[src/shared/serial_port_pkg.sv]
// Purpose: shared constants and types of the serial port frame logic
// Assumes: one 50 MHz system clock samples every pin
// Notes:   pin mode codes are fixed here and used by the core and its bench
package serial_port_pkg;
  localparam int          WORD_BITS    = 16;
  localparam int          CNT_W        = 5;
  localparam logic [4:0]  WORD_LAST    = 5'h0f;
  localparam logic [4:0]  WORD_DONE    = 5'h10;
  localparam int          TX_DEPTH     = 4;
  localparam int          PIN_COUNT    = 8;
  localparam int          BUSY_PIN     = 7;
  // serial clock limits that the host keeps
  localparam int          LINK_WR_MHZ  = 50;
  localparam int          LINK_RD_MHZ  = 20;

  typedef enum logic [1:0] {
    PIN_DAC  = 2'b00,
    PIN_ADC  = 2'b01,
    PIN_DIN  = 2'b10,
    PIN_DOUT = 2'b11
  } pin_mode_t;

  localparam logic [15:0] MODE_RST     = 16'haaaa;
  localparam logic [7:0]  GPIO_RST     = 8'h00;
  localparam logic        BUSY_EN_RST  = 1'b0;
  localparam logic [15:0] TX_IDLE_WORD = 16'h0000;
endpackage : serial_port_pkg

[src/verilog/serial_port_frame_logic.sv]
// Purpose: device side of a 16-bit framed serial port plus pin mode control
// Assumes: serial clock, frame select, data and pins are oversampled by clk
// Notes:   link edges are seen three clocks late; serial clock must stay well below clk/4
//
// Operation
// frame select low starts a frame; 16 falling serial edges carry the word
// serial_in is shifted in on each falling serial edge within a frame; the code shifts in only the first 16 falls
// host keeps serial clock at most 50 MHz writing, 20 MHz reading
// reset pin low returns all pin configuration to defaults
// frame select falling puts the outgoing word MSB on serial_out
// next bit leaves on the first rising edge after a falling edge
// serial_out returns conversion, read-back and temperature words
// each configurable pin acts as DAC, ADC, digital input or output
// configurable_pin_seven can show conversion busy when enabled
// first captured bit is MSB; serial edges outside frames are ignored
`timescale 1ns/1ps
module serial_port_frame_logic
  import serial_port_pkg::*;
(
  // clock and reset
  input  wire logic                 clk,
  input  wire logic                 srst,
  // link pins
  input  wire logic                 serial_clk,
  input  wire logic                 frame_sel_n,
  input  wire logic                 serial_in,
  output      logic                 serial_out,
  output      logic                 serial_out_oe,
  input  wire logic                 reset_pin_n,
  // received words
  output      logic                 rx_valid,
  output      logic [WORD_BITS-1:0] rx_data,
  // words to return: results, read-back, temperature
  input  wire logic                 tx_valid,
  output      logic                 tx_ready,
  input  wire logic [WORD_BITS-1:0] tx_data,
  // pin configuration
  input  wire logic                 cfg_mode_wr,
  input  wire logic [15:0]          cfg_mode_data,
  input  wire logic                 cfg_gpio_wr,
  input  wire logic [7:0]           cfg_gpio_data,
  input  wire logic                 cfg_busy_en_wr,
  input  wire logic                 cfg_busy_en_data,
  input  wire logic                 conv_busy,
  output      logic [7:0]           dac_sel,
  output      logic [7:0]           adc_sel,
  output      logic [7:0]           gpio_in,
  // configurable pins
  input  wire logic [7:0]           configurable_pin_in,
  output      logic [7:0]           configurable_pin_out,
  output      logic [7:0]           configurable_pin_oe
);
  // three-stage link synchronisers (two for configurable pins), a fourth stage for edge finding
  logic [1:0] sclk_m_q, sync_m_q, sdi_m_q, rpin_m_q;
  logic [7:0] pin_m_q, pin_s_q;
  logic       sclk_s_q, sclk_d_q, sync_s_q, sync_d_q, sdi_s_q, rpin_s_q;

  always_ff @(posedge clk) begin
    if (srst) begin
      sclk_m_q <= '0; sync_m_q <= '1; sdi_m_q <= '0; rpin_m_q <= '1;
      sclk_s_q <= 1'b0; sync_s_q <= 1'b1; sdi_s_q <= 1'b0; rpin_s_q <= 1'b1;
      sclk_d_q <= 1'b0; sync_d_q <= 1'b1;
      pin_m_q  <= '0; pin_s_q <= '0;
    end else begin
      sclk_m_q <= {sclk_m_q[0], serial_clk};
      sync_m_q <= {sync_m_q[0], frame_sel_n};
      sdi_m_q  <= {sdi_m_q[0], serial_in};
      rpin_m_q <= {rpin_m_q[0], reset_pin_n};
      sclk_s_q <= sclk_m_q[1];
      sync_s_q <= sync_m_q[1];
      sdi_s_q  <= sdi_m_q[1];
      rpin_s_q <= rpin_m_q[1];
      sclk_d_q <= sclk_s_q;
      sync_d_q <= sync_s_q;
      pin_m_q  <= configurable_pin_in;
      pin_s_q  <= pin_m_q;
    end
  end

  // decode of the link
  wire frame       = ~sync_s_q;
  wire frame_start = sync_d_q & ~sync_s_q;
  wire sclk_fall   = sclk_d_q & ~sclk_s_q;
  wire sclk_rise   = ~sclk_d_q & sclk_s_q;
  wire cfg_rst     = srst | ~rpin_s_q;

  logic [CNT_W-1:0]     cnt_q;
  logic [WORD_BITS-1:0] rx_sh_q;
  logic [WORD_BITS-1:0] tx_sh_q;
  logic                 fell_q;
  logic                 out_q;
  logic                 rx_valid_q;
  logic [WORD_BITS-1:0] rx_data_q;

  wire capture  = frame & sclk_fall & (cnt_q != WORD_DONE);
  wire launch   = frame & ~frame_start & sclk_rise & fell_q;
  wire word_end = capture & (cnt_q == WORD_LAST);
  wire [WORD_BITS-1:0] rx_next = {rx_sh_q[WORD_BITS-2:0], sdi_s_q};

  // outgoing words wait here; an empty queue returns idle zeros
  logic                 fq_valid;
  logic [WORD_BITS-1:0] fq_data;
  wire  [WORD_BITS-1:0] tx_word = fq_valid ? fq_data : TX_IDLE_WORD;

  word_fifo #(
    .WIDTH (WORD_BITS),
    .DEPTH (TX_DEPTH)
  ) u_tx_fifo (
    .clk       (clk),
    .srst      (srst),
    .in_valid  (tx_valid),
    .in_ready  (tx_ready),
    .in_data   (tx_data),
    .out_valid (fq_valid),
    .out_ready (frame_start),
    .out_data  (fq_data)
  );

  always_ff @(posedge clk) begin
    if (srst || !frame) begin
      cnt_q   <= '0;
      rx_sh_q <= '0;
    end else if (capture) begin
      cnt_q   <= cnt_q + 1'b1;
      rx_sh_q <= rx_next;
    end
  end

  // a rising edge only launches after a fall, so either idle level works
  always_ff @(posedge clk) begin
    if (srst || !frame) begin
      fell_q <= 1'b0;
    end else if (sclk_fall) begin
      fell_q <= 1'b1;
    end else if (launch) begin
      fell_q <= 1'b0;
    end
  end

  always_ff @(posedge clk) begin
    if (srst) begin
      out_q   <= 1'b0;
      tx_sh_q <= '0;
    end else if (frame_start) begin
      out_q   <= tx_word[WORD_BITS-1];
      tx_sh_q <= {tx_word[WORD_BITS-2:0], 1'b0};
    end else if (launch) begin
      out_q   <= tx_sh_q[WORD_BITS-1];
      tx_sh_q <= {tx_sh_q[WORD_BITS-2:0], 1'b0};
    end
  end

  always_ff @(posedge clk) begin
    if (srst) begin
      rx_valid_q <= 1'b0;
      rx_data_q  <= '0;
    end else begin
      rx_valid_q <= word_end;
      if (word_end) rx_data_q <= rx_next;
    end
  end

  assign serial_out    = out_q;
  assign serial_out_oe = frame;
  assign rx_valid      = rx_valid_q;
  assign rx_data       = rx_data_q;

  // pin configuration, cleared by the reset pin as well as srst
  logic [15:0] mode_q;
  logic [7:0]  gpio_q;
  logic        busy_en_q;
  logic [7:0]  pin_out_q, pin_oe_q, dac_q, adc_q, gin_q;

  always_ff @(posedge clk) begin
    if (cfg_rst) begin
      mode_q    <= MODE_RST;
      gpio_q    <= GPIO_RST;
      busy_en_q <= BUSY_EN_RST;
    end else begin
      if (cfg_mode_wr)    mode_q    <= cfg_mode_data;
      if (cfg_gpio_wr)    gpio_q    <= cfg_gpio_data;
      if (cfg_busy_en_wr) busy_en_q <= cfg_busy_en_data;
    end
  end

  wire [7:0] pin_out_d, pin_oe_d, dac_d, adc_d, gin_d;

  for (genvar i = 0; i < PIN_COUNT; i++) begin : g_pin
    wire pin_mode_t m    = pin_mode_t'(mode_q[2*i +: 2]);
    wire            busy = (i == BUSY_PIN) && busy_en_q;
    assign dac_d[i]     = (m == PIN_DAC) & ~busy;
    assign adc_d[i]     = (m == PIN_ADC) & ~busy;
    assign gin_d[i]     = (m == PIN_DIN) & ~busy & pin_s_q[i];
    assign pin_oe_d[i]  = busy | (m == PIN_DOUT);
    assign pin_out_d[i] = busy ? conv_busy : ((m == PIN_DOUT) & gpio_q[i]);
  end

  always_ff @(posedge clk) begin
    if (srst) begin
      pin_out_q <= '0; pin_oe_q <= '0; dac_q <= '0; adc_q <= '0; gin_q <= '0;
    end else begin
      pin_out_q <= pin_out_d;
      pin_oe_q  <= pin_oe_d;
      dac_q     <= dac_d;
      adc_q     <= adc_d;
      gin_q     <= gin_d;
    end
  end

  assign configurable_pin_out = pin_out_q;
  assign configurable_pin_oe  = pin_oe_q;
  assign dac_sel              = dac_q;
  assign adc_sel              = adc_q;
  assign gpio_in              = gin_q;

  property p_capture;
    @(posedge clk) disable iff (srst) capture |=> rx_sh_q[0] == $past(sdi_s_q);
  endproperty
  a_capture: assert property (p_capture) else $error("bit not captured");

  property p_idle;
    @(posedge clk) disable iff (srst) (!frame && sclk_fall) |=> cnt_q == '0;
  endproperty
  a_idle: assert property (p_idle) else $error("edge outside frame counted");

  property p_word;
    @(posedge clk) disable iff (srst)
      (capture && cnt_q == WORD_LAST) |=> rx_valid && rx_data == $past(rx_next);
  endproperty
  a_word: assert property (p_word) else $error("word not delivered after 16 bits");

  property p_msb;
    @(posedge clk) disable iff (srst)
      (frame_start && fq_valid) |=> serial_out == $past(fq_data[WORD_BITS-1]);
  endproperty
  a_msb: assert property (p_msb) else $error("msb not driven at frame start");

  property p_shift;
    @(posedge clk) disable iff (srst) launch |=> serial_out == $past(tx_sh_q[15]);
  endproperty
  a_shift: assert property (p_shift) else $error("bit not launched");

  property p_hold;
    @(posedge clk) disable iff (srst)
      (frame && !frame_start && !launch) |=> $stable(serial_out);
  endproperty
  a_hold: assert property (p_hold) else $error("serial_out moved off a launch");

  property p_cfg_rst;
    @(posedge clk) disable iff (srst)
      !rpin_s_q |=> mode_q == MODE_RST && !busy_en_q ##1 !configurable_pin_oe[BUSY_PIN];
  endproperty
  a_cfg_rst: assert property (p_cfg_rst) else $error("config not defaulted");

  property p_busy;
    @(posedge clk) disable iff (cfg_rst)
      busy_en_q |=> configurable_pin_oe[BUSY_PIN]
                    && configurable_pin_out[BUSY_PIN] == $past(conv_busy);
  endproperty
  a_busy: assert property (p_busy) else $error("busy pin wrong");

  property p_dout;
    @(posedge clk) disable iff (cfg_rst)
      (mode_q[1:0] == PIN_DOUT) |=> configurable_pin_oe[0]
                                    && configurable_pin_out[0] == $past(gpio_q[0]);
  endproperty
  a_dout: assert property (p_dout) else $error("digital output pin wrong");
endmodule : serial_port_frame_logic

[src/verilog/word_fifo.sv]
// Purpose: small synchronous FIFO with valid/ready on both sides
// Assumes: one clock, synchronous active-high reset
// Notes:   depth must be a power of two
`timescale 1ns/1ps
module word_fifo #(
  parameter int WIDTH = 16,
  parameter int DEPTH = 4
) (
  // clock and reset
  input  wire logic             clk,
  input  wire logic             srst,
  // fill side
  input  wire logic             in_valid,
  output      logic             in_ready,
  input  wire logic [WIDTH-1:0] in_data,
  // drain side
  output      logic             out_valid,
  input  wire logic             out_ready,
  output      logic [WIDTH-1:0] out_data
);
  localparam int AW = $clog2(DEPTH);

  logic [WIDTH-1:0] mem_q [DEPTH];
  logic [AW-1:0]    wr_q;
  logic [AW-1:0]    rd_q;
  logic [AW:0]      fill_q;
  wire              push = in_valid & in_ready;
  wire              pop  = out_valid & out_ready;

  assign in_ready  = (fill_q != (AW+1)'(DEPTH));
  assign out_valid = (fill_q != '0);
  assign out_data  = mem_q[rd_q];

  always_ff @(posedge clk) begin
    if (push) begin
      mem_q[wr_q] <= in_data;
    end
  end

  always_ff @(posedge clk) begin
    if (srst) begin
      wr_q   <= '0;
      rd_q   <= '0;
      fill_q <= '0;
    end else begin
      if (push) wr_q <= wr_q + 1'b1;
      if (pop)  rd_q <= rd_q + 1'b1;
      fill_q <= fill_q + (AW+1)'(push) - (AW+1)'(pop);
    end
  end
endmodule : word_fifo

[config.mk]
export PLATFORM = sky130hd
export DESIGN_NAME = serial_port_frame_logic
export DESIGN_NICKNAME = d
export VERILOG_FILES = /design/src/shared/serial_port_pkg.sv /design/src/verilog/serial_port_frame_logic.sv /design/src/verilog/word_fifo.sv
export SDC_FILE = /design/constraint.sdc
export NUM_CORES = 1
export LEC_CHECK = 0
export ABC_CLOCK_PERIOD_IN_PS = 1700
export BUFFER_PORTS_ARGS = -buffer_cell sky130_fd_sc_hd__buf_4
export CAP_MARGIN = 20
export CELL_PAD_IN_SITES_DETAIL_PLACEMENT = 0
export CELL_PAD_IN_SITES_GLOBAL_PLACEMENT = 1
export CORE_MARGIN = 2
export CORE_UTILIZATION = 36
export DETAILED_ROUTE_END_ITERATION = 6
export PLACE_DENSITY_LB_ADDON = 0.25
export SLEW_MARGIN = 20
export SYNTH_ARGS = -nofsm -noshare
export SYNTH_HDL_FRONTEND = slang
export SYNTH_SLANG_ARGS = --single-unit
[constraint.sdc]
create_clock -name clk -period 1.7 [get_ports clk]
set_input_delay 0.34 -clock clk [delete_from_list [all_inputs] [get_ports clk]]
set_output_delay 0.34 -clock clk [all_outputs]
set_load 0.01 [all_outputs]
==> out/metrics.yaml, run 1 <==
global_route:
  grt.overflow.total: 0
  use_met2_pct: 22.8
  grt_usage_pct: 13.7
  busiest_layer: "met2"
  antenna_found_initial: 0
  grt.met1_usage_pct: 18.2
  grt_max_degree: 39
  grt_pass1_vias: 5364
  grt_pass1_wl_um: 26800
  use_met3_pct: 2.58
timing:
  hold_viol_final: 0
  rsz0062_at_grt: "yes"
  period_needed_ns: 1.82
  tightest_slew_ns: 0.589
  slew_headroom_pct: 60.7
  skew_ns: 0.0128
  slew_viol_final: 0
  fin_ws_ns: -0.118
  fmax_ghz: 0.550
  hold_ws_ns: 0.0226
  period_share_pct: 107
  finalSetupViolations: 3
placed_design:
  gp_congestion: 0.707
  io_buffers: 119
  dpl.hpwl_um: 11100
routing:
  drt-initial-drc-count: 213
  dr.pass1.iters: 4
  wl_um: 16300
  drc: 0
  viasPerCell: 4.76
  wl_per_cell_um: 14.9
  detail-route-antenna-nets: 0
  num_vias: 5218
cts:
  clockBufferDepth: 3
  cts.root.buffer_cell: "clkbuf_16"
  cts.sinks: 222
  clk_latency_ns: 0.52
  cts-buffers-inserted: 25
  cts_htree_levels: 1
  path_clk_slew_ns: 0.06
  tritoncts: "done"
worst_setup_path:
  crit_required_ns: 1.36
  worstSetupPathType: "reg -> out"
  cpMostUsedCell: "buf_6"
  startpoint_type: "register"
  path_buf_inv: 4
  path_cells: "buf_6 -> nor3b_4 -> buf_6 -> inv_4 -> buf_6"
  path_delay_family: "buffers and inverters"
  crit_path_end_kind: "output port"
  slowest_delay_ns: 0.34
  cp_slowest_cell: "dfxtp_2"
  arrival_ns: 1.48
  critical_path.max_fanout: 7
yosys:
  synth_ff_type: "dfxtp_1"
  ys_top_cells_by_count: "158 x dfxtp_1, 64 x edfxtp_1, 41 x mux2i_1"
  synthXorXnorAreaFrac_pct: 0.219
  synth_cell_types: 43
  synth_top_family_by_area: "simple AND/OR/NAND/NOR gates"
  synth_nets: 718
  synth_area_mm2: 0.00800
  synth_area_leaders: "dfxtp_1 40%, edfxtp_1 24%, mux2i_1 5.1%"
  yosys_warnings: 0
  synth_edf_count: 64
  synthArstFlopShare_pct: 0
  synth-seq-cells: 222
  synth_adder_area_share_pct: 1.66
  yosysMostFrequentCell: "dfxtp_1"
  yosys.area.top_type: "dfxtp_1"
  synth-compound-area-share_pct: 4.87
  synth_area_per_cell_um2: 12.3
  seq_area_frac_synth_pct: 63.6
  synthSimpleGateAreaFrac_pct: 16.8
  netlist_instances: 648
  synthMuxAreaShare_pct: 9.64
  yosys.area.top_type_share_pct: 39.5
finish:
  utilization_pct: 47.2
  finalNetCount: 867
  layout-drive-gt1-share_pct: 29.2
  synthToLayoutAreaGrowth_pct: 28.8
  diodes: 0
  nFillCells: 1971
outcome:
  violations: "negative setup slack"
  status: "complete, but fails checks"
pwr:
  power.total_w: 0.0121
  p_leak_nw: 3.99
  ir_drop_uv: 919
  powerDensity_mw_per_mm2: 1180
floorplanning:
  core_mm2: 0.0218
  initial_core_util_pct: 36.6
  dieArea_mm2: 0.0234
  die_width_um: 153
  dieHeight_um: 153
  rows: 54
  io_pins: 120
flow_run:
  max_cap_violations: 0
worst_hold_path:
  hp-class: "in -> reg"
-- sequential cells by signal, summed over array words and instances, names as in the netlist, 15 cells and up, named ones only --
signal,count
mode_q,16
rx_data,16
rx_sh_q,15
tx_sh_q,15
u_tx_fifo.mem_q,64
-- timing repair --
item,4_1_cts,5_1_grt
gates resized for setup,11,6
endpoints found under the hold margin,2,0
pin swaps,3,2
gates cloned,0,1
setup endpoints to repair,15,31
setup buffers,6,3
hold buffers,2,0
-- final cells by class --
type / count / area [um2] / area share [%]
tap: 280 / 350 / 3.40
sequential: 222 / 5090 / 49.5
clock buffer: 36 / 717 / 6.96
multi-input combinational: 371 / 2720 / 26.4
inverter: 14 / 55.1 / 0.534
clock inverter: 10 / 63.8 / 0.619
timing repair buffer: 163 / 1300 / 12.6
-- power by group --
part / switching, W / internal [W] / total [W] / leakage, nW
combinational: 0.000578 / 0.000670 / 0.00125 / 1.73
sequential: 0.000130 / 0.00574 / 0.00587 / 1.88
clock: 0.00206 / 0.00294 / 0.00500 / 0.385
-- metal layers --
layer | vias up | part of all wire (%)
met3 | 27 | 4.7
met1 | 2478 | 46
li1 | 2597 | -
met5 | - | 0
met2 | 116 | 47
met4 | 0 | 2.5
-- placed cells by master (no fill, tap or decap), drive strengths merged, types with 10 or more instances in the layout --
cell / n
a21oi: 25
buf: 161
clkbuf: 36
dfxtp: 158
edfxtp: 64
inv: 15
mux2i: 41
mux4: 16
nand2: 13
nand2b: 36
nand3: 35
nor2: 39
nor2b: 30
nor3: 27
nor3b: 10
o21ai: 23
o31ai: 15
-- cells by family (layout without fill, tap and decap cells) --
group / Yosys count / after routing
flops: 222 / 222
compound gates: 67 / 67
xor+xnor: 2 / 2
simple gates: 234 / 235
fa+ha+maj: 10 / 10
mux: 57 / 57
buf+inv: 56 / 223
-- metrics by stage --
step | cells | instance area, um2 | setup slack (ns) | setup TNS (ns)
finish | 1096 | 10300 | -0.118 | -0.248
global placement | 1038 | 9340 | -0.0409 | -0.0891
floorplan | 648 | 8020 | -0.0312 | -0.0312
CTS | 1092 | 10200 | -0.130 | -0.230
detailed placement | 1038 | 9340 | -0.121 | -1.29
global route | 1096 | 10300 | -0.176 | -0.448
-- final timing paths --
check | startpoint | end | slack, ns | cells after the start
setup / recovery | u_tx_fifo.fill_q[1] | tx_ready | -0.12 | 5
hold reg to reg | rpin_m_q[1] | rpin_s_q | 0.41 | 1
setup reg to reg | u_tx_fifo.fill_q[2] | u_tx_fifo.fill_q[1] | -0.09 | 7
hold / removal | tx_data[7] | u_tx_fifo.mem_q[2][7] | 0.02 | 1
(Power assumes the default switching activity.)
==> run 2, diff against run 1 <==
--- a/config.mk
+++ b/config.mk
@@ -8,10 +8,10 @@
 export ABC_CLOCK_PERIOD_IN_PS = 1700
 export BUFFER_PORTS_ARGS = -buffer_cell sky130_fd_sc_hd__buf_4
 export CAP_MARGIN = 20
-export CELL_PAD_IN_SITES_DETAIL_PLACEMENT = 0
-export CELL_PAD_IN_SITES_GLOBAL_PLACEMENT = 1
+export CELL_PAD_IN_SITES_DETAIL_PLACEMENT = 1
+export CELL_PAD_IN_SITES_GLOBAL_PLACEMENT = 2
 export CORE_MARGIN = 2
-export CORE_UTILIZATION = 36
+export CORE_UTILIZATION = 34
 export DETAILED_ROUTE_END_ITERATION = 6
 export PLACE_DENSITY_LB_ADDON = 0.25
 export SLEW_MARGIN = 20
==> run 2 against run 1 <==
Net effect: the flow still finishes with violations (negative setup slack); register-to-register slack worse by 0.03 ns; fmax down 1.6%; die area up 5.7%.
==> out/metrics.yaml, run 2 (synthesis results as in run 1) <==
outcome:
  status: "complete, but fails checks"
  violations: "negative setup slack"
cts:
  path_clk_slew_ns: 0.06
  cts.sinks: 222
  cts_htree_levels: 1
  clk_latency_ns: 0.51
  cts_hold_buffers: 0
  cts.root.buffer_cell: "clkbuf_16"
  tritoncts: "done"
  clockBufferDepth: 3
  cts-buffers-inserted: 25
routing:
  viasPerCell: 4.70
  num_vias: 5293
  drt-initial-drc-count: 129
  wl_um: 18200
  detail-route-antenna-nets: 0
  wl_per_cell_um: 16.2
  drc: 0
  dr.pass1.iters: 4
finish:
  nFillCells: 2458
  register_area_mm2: 0.00509
  final_cell_mix: "152 x dfxtp_1, 144 x buf_4, 64 x edfxtp_1"
  top_register: "u_tx_fifo.mem_q"
  finalNetCount: 862
  multi_input_area_mm2: 0.00273
  utilization_pct: 44.5
  largest_reg_flops: 64
  synthToLayoutAreaGrowth_pct: 29.6
  diodes: 0
  design_area_mm2: 0.0104
  layout-drive-gt1-share_pct: 28.9
  layout_commonest_cell: "dfxtp_1"
global_route:
  grt_usage_pct: 14.4
  antenna_found_initial: 0
  grt.overflow.total: 0
  grt_pass1_vias: 5628
  grt_max_degree: 25
  grt_pass1_wl_um: 28700
worst_setup_path:
  arrival_ns: 1.51
  slowest_delay_ns: 0.33
  path_delay_family: "buffers and inverters"
  worstRegToRegCells: 7
  path_cells: "buf_6 -> nor3b_4 -> buf_6 -> clkinvlp_4 -> buf_6"
  timing.rr.end: "u_tx_fifo.fill_q[1]"
  worstSetupPathType: "reg -> out"
  worstReg2RegStart: "u_tx_fifo.fill_q[1]"
  crit_required_ns: 1.36
  startpoint_type: "register"
  cpMostUsedCell: "buf_6"
  path_buf_inv: 4
  r2r_slack_ns: -0.12
  path_depth: 5
  endpoint: "tx_ready"
  startpoint: "u_tx_fifo.fill_q[0]"
  crit_path_end_kind: "output port"
  cp_slowest_cell: "dfxtp_2"
  critical_path.max_fanout: 3
timing:
  finalSetupViolations: 3
  hold_viol_final: 0
  tightest_slew_ns: 0.600
  rsz0062_at_grt: "yes"
  slew_headroom_pct: 60.0
  skew_ns: 0.0125
  slew_viol_final: 0
  fin_ws_ns: -0.148
  period_share_pct: 109
  period_needed_ns: 1.85
  fmax_ghz: 0.541
placed_design:
  place_ws_ns: -0.118
  place_area_mm2: 0.00942
  dpl.hpwl_um: 12400
  io_buffers: 119
  gp_congestion: 0.729
floorplanning:
  die_width_um: 157
  io_pins: 120
  rows: 56
  dieHeight_um: 157
  dieArea_mm2: 0.0248
  initial_core_util_pct: 34.4
  core_mm2: 0.0233
flow_run:
  max_cap_violations: 0
worst_hold_path:
  hp-class: "in -> reg"
pwr:
  powerDensity_mw_per_mm2: 1170
  p_leak_nw: 3.96
  ir_drop_uv: 1010
==> run 2: worst min-delay path by stage <==
stage	from	end	slack, ns	cells past startpoint
after detailed placement	rpin_m_q[1]	rpin_s_q	0.40	1
final	frame_sel_n	sync_m_q[0]	0.03	2
after global routing	frame_sel_n	sync_m_q[0]	0.008	2
after floorplan	sync_m_q[1]	sync_s_q	0.39	1
after CTS	frame_sel_n	sync_m_q[0]	0.004	2
after global placement	rpin_m_q[1]	rpin_s_q	0.40	1
==> run 2: metal layers <==
metal,global-route usage (%),vias to the layer above,routed length [um]
met5,0,-,0
met4,3.81,0,368
met3,2.53,31,725
met2,26.2,90,9410
met1,17.5,2600,7730
li1,-,2572,-
==> run 2: repair_timing <==
item | CTS | global route
gates cloned | 0 | 2
setup endpoints to repair | 69 | 95
pin swaps | 1 | 3
gates resized for setup | 11 | 10
buffers inserted | 6 | 0
==> run 2: through the flow <==
step,total power (W),instances,hold slack [ns],TNS (ns)
4_1_cts,0.0122,1124,0.00377,-0.371
2_1_floorplan,0.00654,648,0.389,-0.0312
3_3_place_gp,0.00703,1076,0.398,-0.0590
6_report,0.0121,1126,0.0258,-0.325
3_5_place_dp,0.00711,1076,0.398,-0.188
5_1_grt,0.0126,1126,0.00766,-0.698
==> run 2: layout make-up <==
type | instances | area share [%]
Multi-Input combinational cell | 370 | 26.3
Sequential cell | 222 | 49.1
Tap cell | 319 | 3.85
Timing Repair Buffer | 159 | 13.0
Clock inverter | 6 | 0.519
Inverter | 14 | 0.543
Clock buffer | 36 | 6.63
==> run 2: report_power, final <==
| part | leakage, nW | internal [W] | switching, W | total [W] |
|---|---|---|---|---|
| sequential | 1.88 | 0.00574 | 0.000123 | 0.00586 |
| combinational | 1.72 | 0.000687 | 0.000617 | 0.00130 |
| clock | 0.356 | 0.00292 | 0.00199 | 0.00491 |
| total | 3.96 | 0.00935 | 0.00273 | 0.0121 |
==> run 3, diff against run 2 <==
--- a/config.mk
+++ b/config.mk
@@ -6,13 +6,13 @@
 export NUM_CORES = 1
 export LEC_CHECK = 0
 export ABC_CLOCK_PERIOD_IN_PS = 1700
-export BUFFER_PORTS_ARGS = -buffer_cell sky130_fd_sc_hd__buf_4
 export CAP_MARGIN = 20
 export CELL_PAD_IN_SITES_DETAIL_PLACEMENT = 1
 export CELL_PAD_IN_SITES_GLOBAL_PLACEMENT = 2
 export CORE_MARGIN = 2
-export CORE_UTILIZATION = 34
+export CORE_UTILIZATION = 36
 export DETAILED_ROUTE_END_ITERATION = 6
+export DONT_BUFFER_PORTS = 1
 export PLACE_DENSITY_LB_ADDON = 0.25
 export SLEW_MARGIN = 20
 export SYNTH_ARGS = -nofsm -noshare
==> run 3 against run 2 <==
Net effect: the run still ends with negative setup slack left; clock power is 12% higher; combinational power hardly changed; setup slack better by 0.039 ns; non-clock buffer count is 6 higher; routed wire length is 3.6% higher.
==> out/metrics.yaml, run 3 (synthesis results as in run 1) <==
outcome:
  status: "complete, but fails checks"
  violations: "negative setup slack"
worst_setup_path:
  startpoint_type: "register"
  worstRegToRegCells: 7
  crit_path_end_kind: "output port"
  worstSetupPathType: "reg -> out"
  cp_slowest_cell: "dfxtp_4"
  cpMostUsedCell: "buf_6"
  arrival_ns: 1.47
  timing.rr.end: "u_tx_fifo.fill_q[1]"
  crit_required_ns: 1.36
  path_buf_inv: 4
  path_cells: "buf_6 -> nor3b_4 -> buf_6 -> inv_6 -> buf_6"
  path_delay_family: "flip-flops"
  slowest_delay_ns: 0.37
  critical_path.max_fanout: 3
  worstReg2RegStart: "u_tx_fifo.fill_q[2]"
  r2r_slack_ns: -0.11
global_route:
  grt.overflow.total: 0
  grt_max_degree: 111
  grt_usage_pct: 15.7
  grt_pass1_vias: 5922
  grt_pass1_wl_um: 30400
  antenna_found_initial: 2
cts:
  cts-buffers-inserted: 24
  cts.root.buffer_cell: "clkbuf_16"
  path_clk_slew_ns: 0.06
  clockBufferDepth: 3
  clk_latency_ns: 0.51
  cts_htree_levels: 1
  tritoncts: "done"
  cts.sinks: 222
timing:
  finalSetupViolations: 3
  rsz0062_at_grt: "yes"
  fin_ws_ns: -0.110
  slew_viol_final: 0
  fmax_ghz: 0.553
  period_share_pct: 106
  slew_headroom_pct: 60.0
  period_needed_ns: 1.81
  tightest_slew_ns: 0.600
  skew_ns: 0.00970
  hold_ws_ns: 0.0113
  hold_viol_final: 0
floorplanning:
  dieArea_mm2: 0.0234
  dieHeight_um: 153
  core_mm2: 0.0218
  initial_core_util_pct: 36.6
  rows: 54
  io_pins: 120
  die_width_um: 153
finish:
  layout_commonest_cell: "dfxtp_1"
  layoutNonFillerInstCount: 1097
  synthToLayoutAreaGrowth_pct: 34.4
  utilization_pct: 49.2
  layout-drive-gt1-share_pct: 13.6
  largest_reg_flops: 64
  top_register: "u_tx_fifo.mem_q"
  final_cell_mix: "154 x dfxtp_1, 132 x dlygate4sd3_1, 64 x edfxtp_1"
  design_area_mm2: 0.0107
  finalNetCount: 867
routing:
  num_vias: 5353
  wl_um: 18900
  drt-initial-drc-count: 162
  dr.pass1.iters: 4
  drc: 0
  wl_per_cell_um: 17.2
  detail-route-antenna-nets: 0
  viasPerCell: 4.88
placed_design:
  place_area_mm2: 0.00844
  gp_congestion: 0.749
  io_buffers: 0
  dp.cells: 912
  dpl.hpwl_um: 10800
worst_hold_path:
  whs_endpoint: "mode_q[12]"
  worstHoldPathCells: 2
  hp-class: "in -> reg"
  min_from: "cfg_mode_wr"
pwr:
  ir_drop_uv: 962
  powerDensity_mw_per_mm2: 1180
  power.total_w: 0.0127
  p_leak_nw: 3.99
flow_run:
  max_cap_violations: 0
## run 3: metal layers
layer,GRT usage [%],vias up,share of wire (%)
met5,0,-,0
met4,4.63,0,2.2
met3,3.54,34,4.3
met2,28.4,98,52
met1,18.7,2624,42
li1,-,2597,-
## run 3: area by class of cell
cell class                 count  area [um2]
fill                        2227       11100
sequential                   222        5090
multi-input combinational    370        2710
timing repair buffer         165        1680
clock buffer                  36         723
tap                          280         350
clock inverter                 8         123
inverter                      14        57.6
antenna                        2        5.00
## run 3: worst max-delay path by stage
stage / from / to / slack [ns] / depth (start not counted)
finish: u_tx_fifo.fill_q[2] / tx_ready / -0.11 / 5
global route: u_tx_fifo.fill_q[2] / tx_ready / -0.21 / 5
CTS: u_tx_fifo.fill_q[2] / u_tx_fifo.fill_q[1] / -0.14 / 7
detailed placement: u_tx_fifo.fill_q[1] / u_tx_fifo.fill_q[1] / -0.11 / 7
global placement: u_tx_fifo.fill_q[1] / u_tx_fifo.fill_q[1] / -0.04 / 7
floorplan: u_tx_fifo.fill_q[1] / u_tx_fifo.fill_q[1] / -0.03 / 7
## run 3: worst reg2reg max path, stage by stage (launching register included)
cell	delay [ns]
dfxtp_4	0.36
nor3_4	0.18
nor2_2	0.08
ha_1	0.27
inv_1	0.07
ha_2	0.17
fa_2	0.43
nor2b_4	0.13
## run 3: what timing repair did
item,in CTS,in global routing
hold endpoints to repair,158,8
pin swaps,2,3
resized for setup,11,6
hold buffers,130,2
buffers inserted,4,3
endpoints found under the setup margin,3,22
## run 3: through the flow
stage	setup WS [ns]	setup TNS, ns
2_1_floorplan	-0.0312	-0.0312
3_3_place_gp	-0.0450	-0.0450
3_5_place_dp	-0.110	-0.159
4_1_cts	-0.137	-0.346
5_1_grt	-0.210	-0.552
6_report	-0.110	-0.287
## run 3: power by group
| part | switching [W] | internal [W] | total [W] |
|---|---|---|---|
| clock network | 0.00209 | 0.00340 | 0.00549 |
| logic | 0.000554 | 0.000722 | 0.00128 |
| registers | 0.000157 | 0.00574 | 0.00589 |
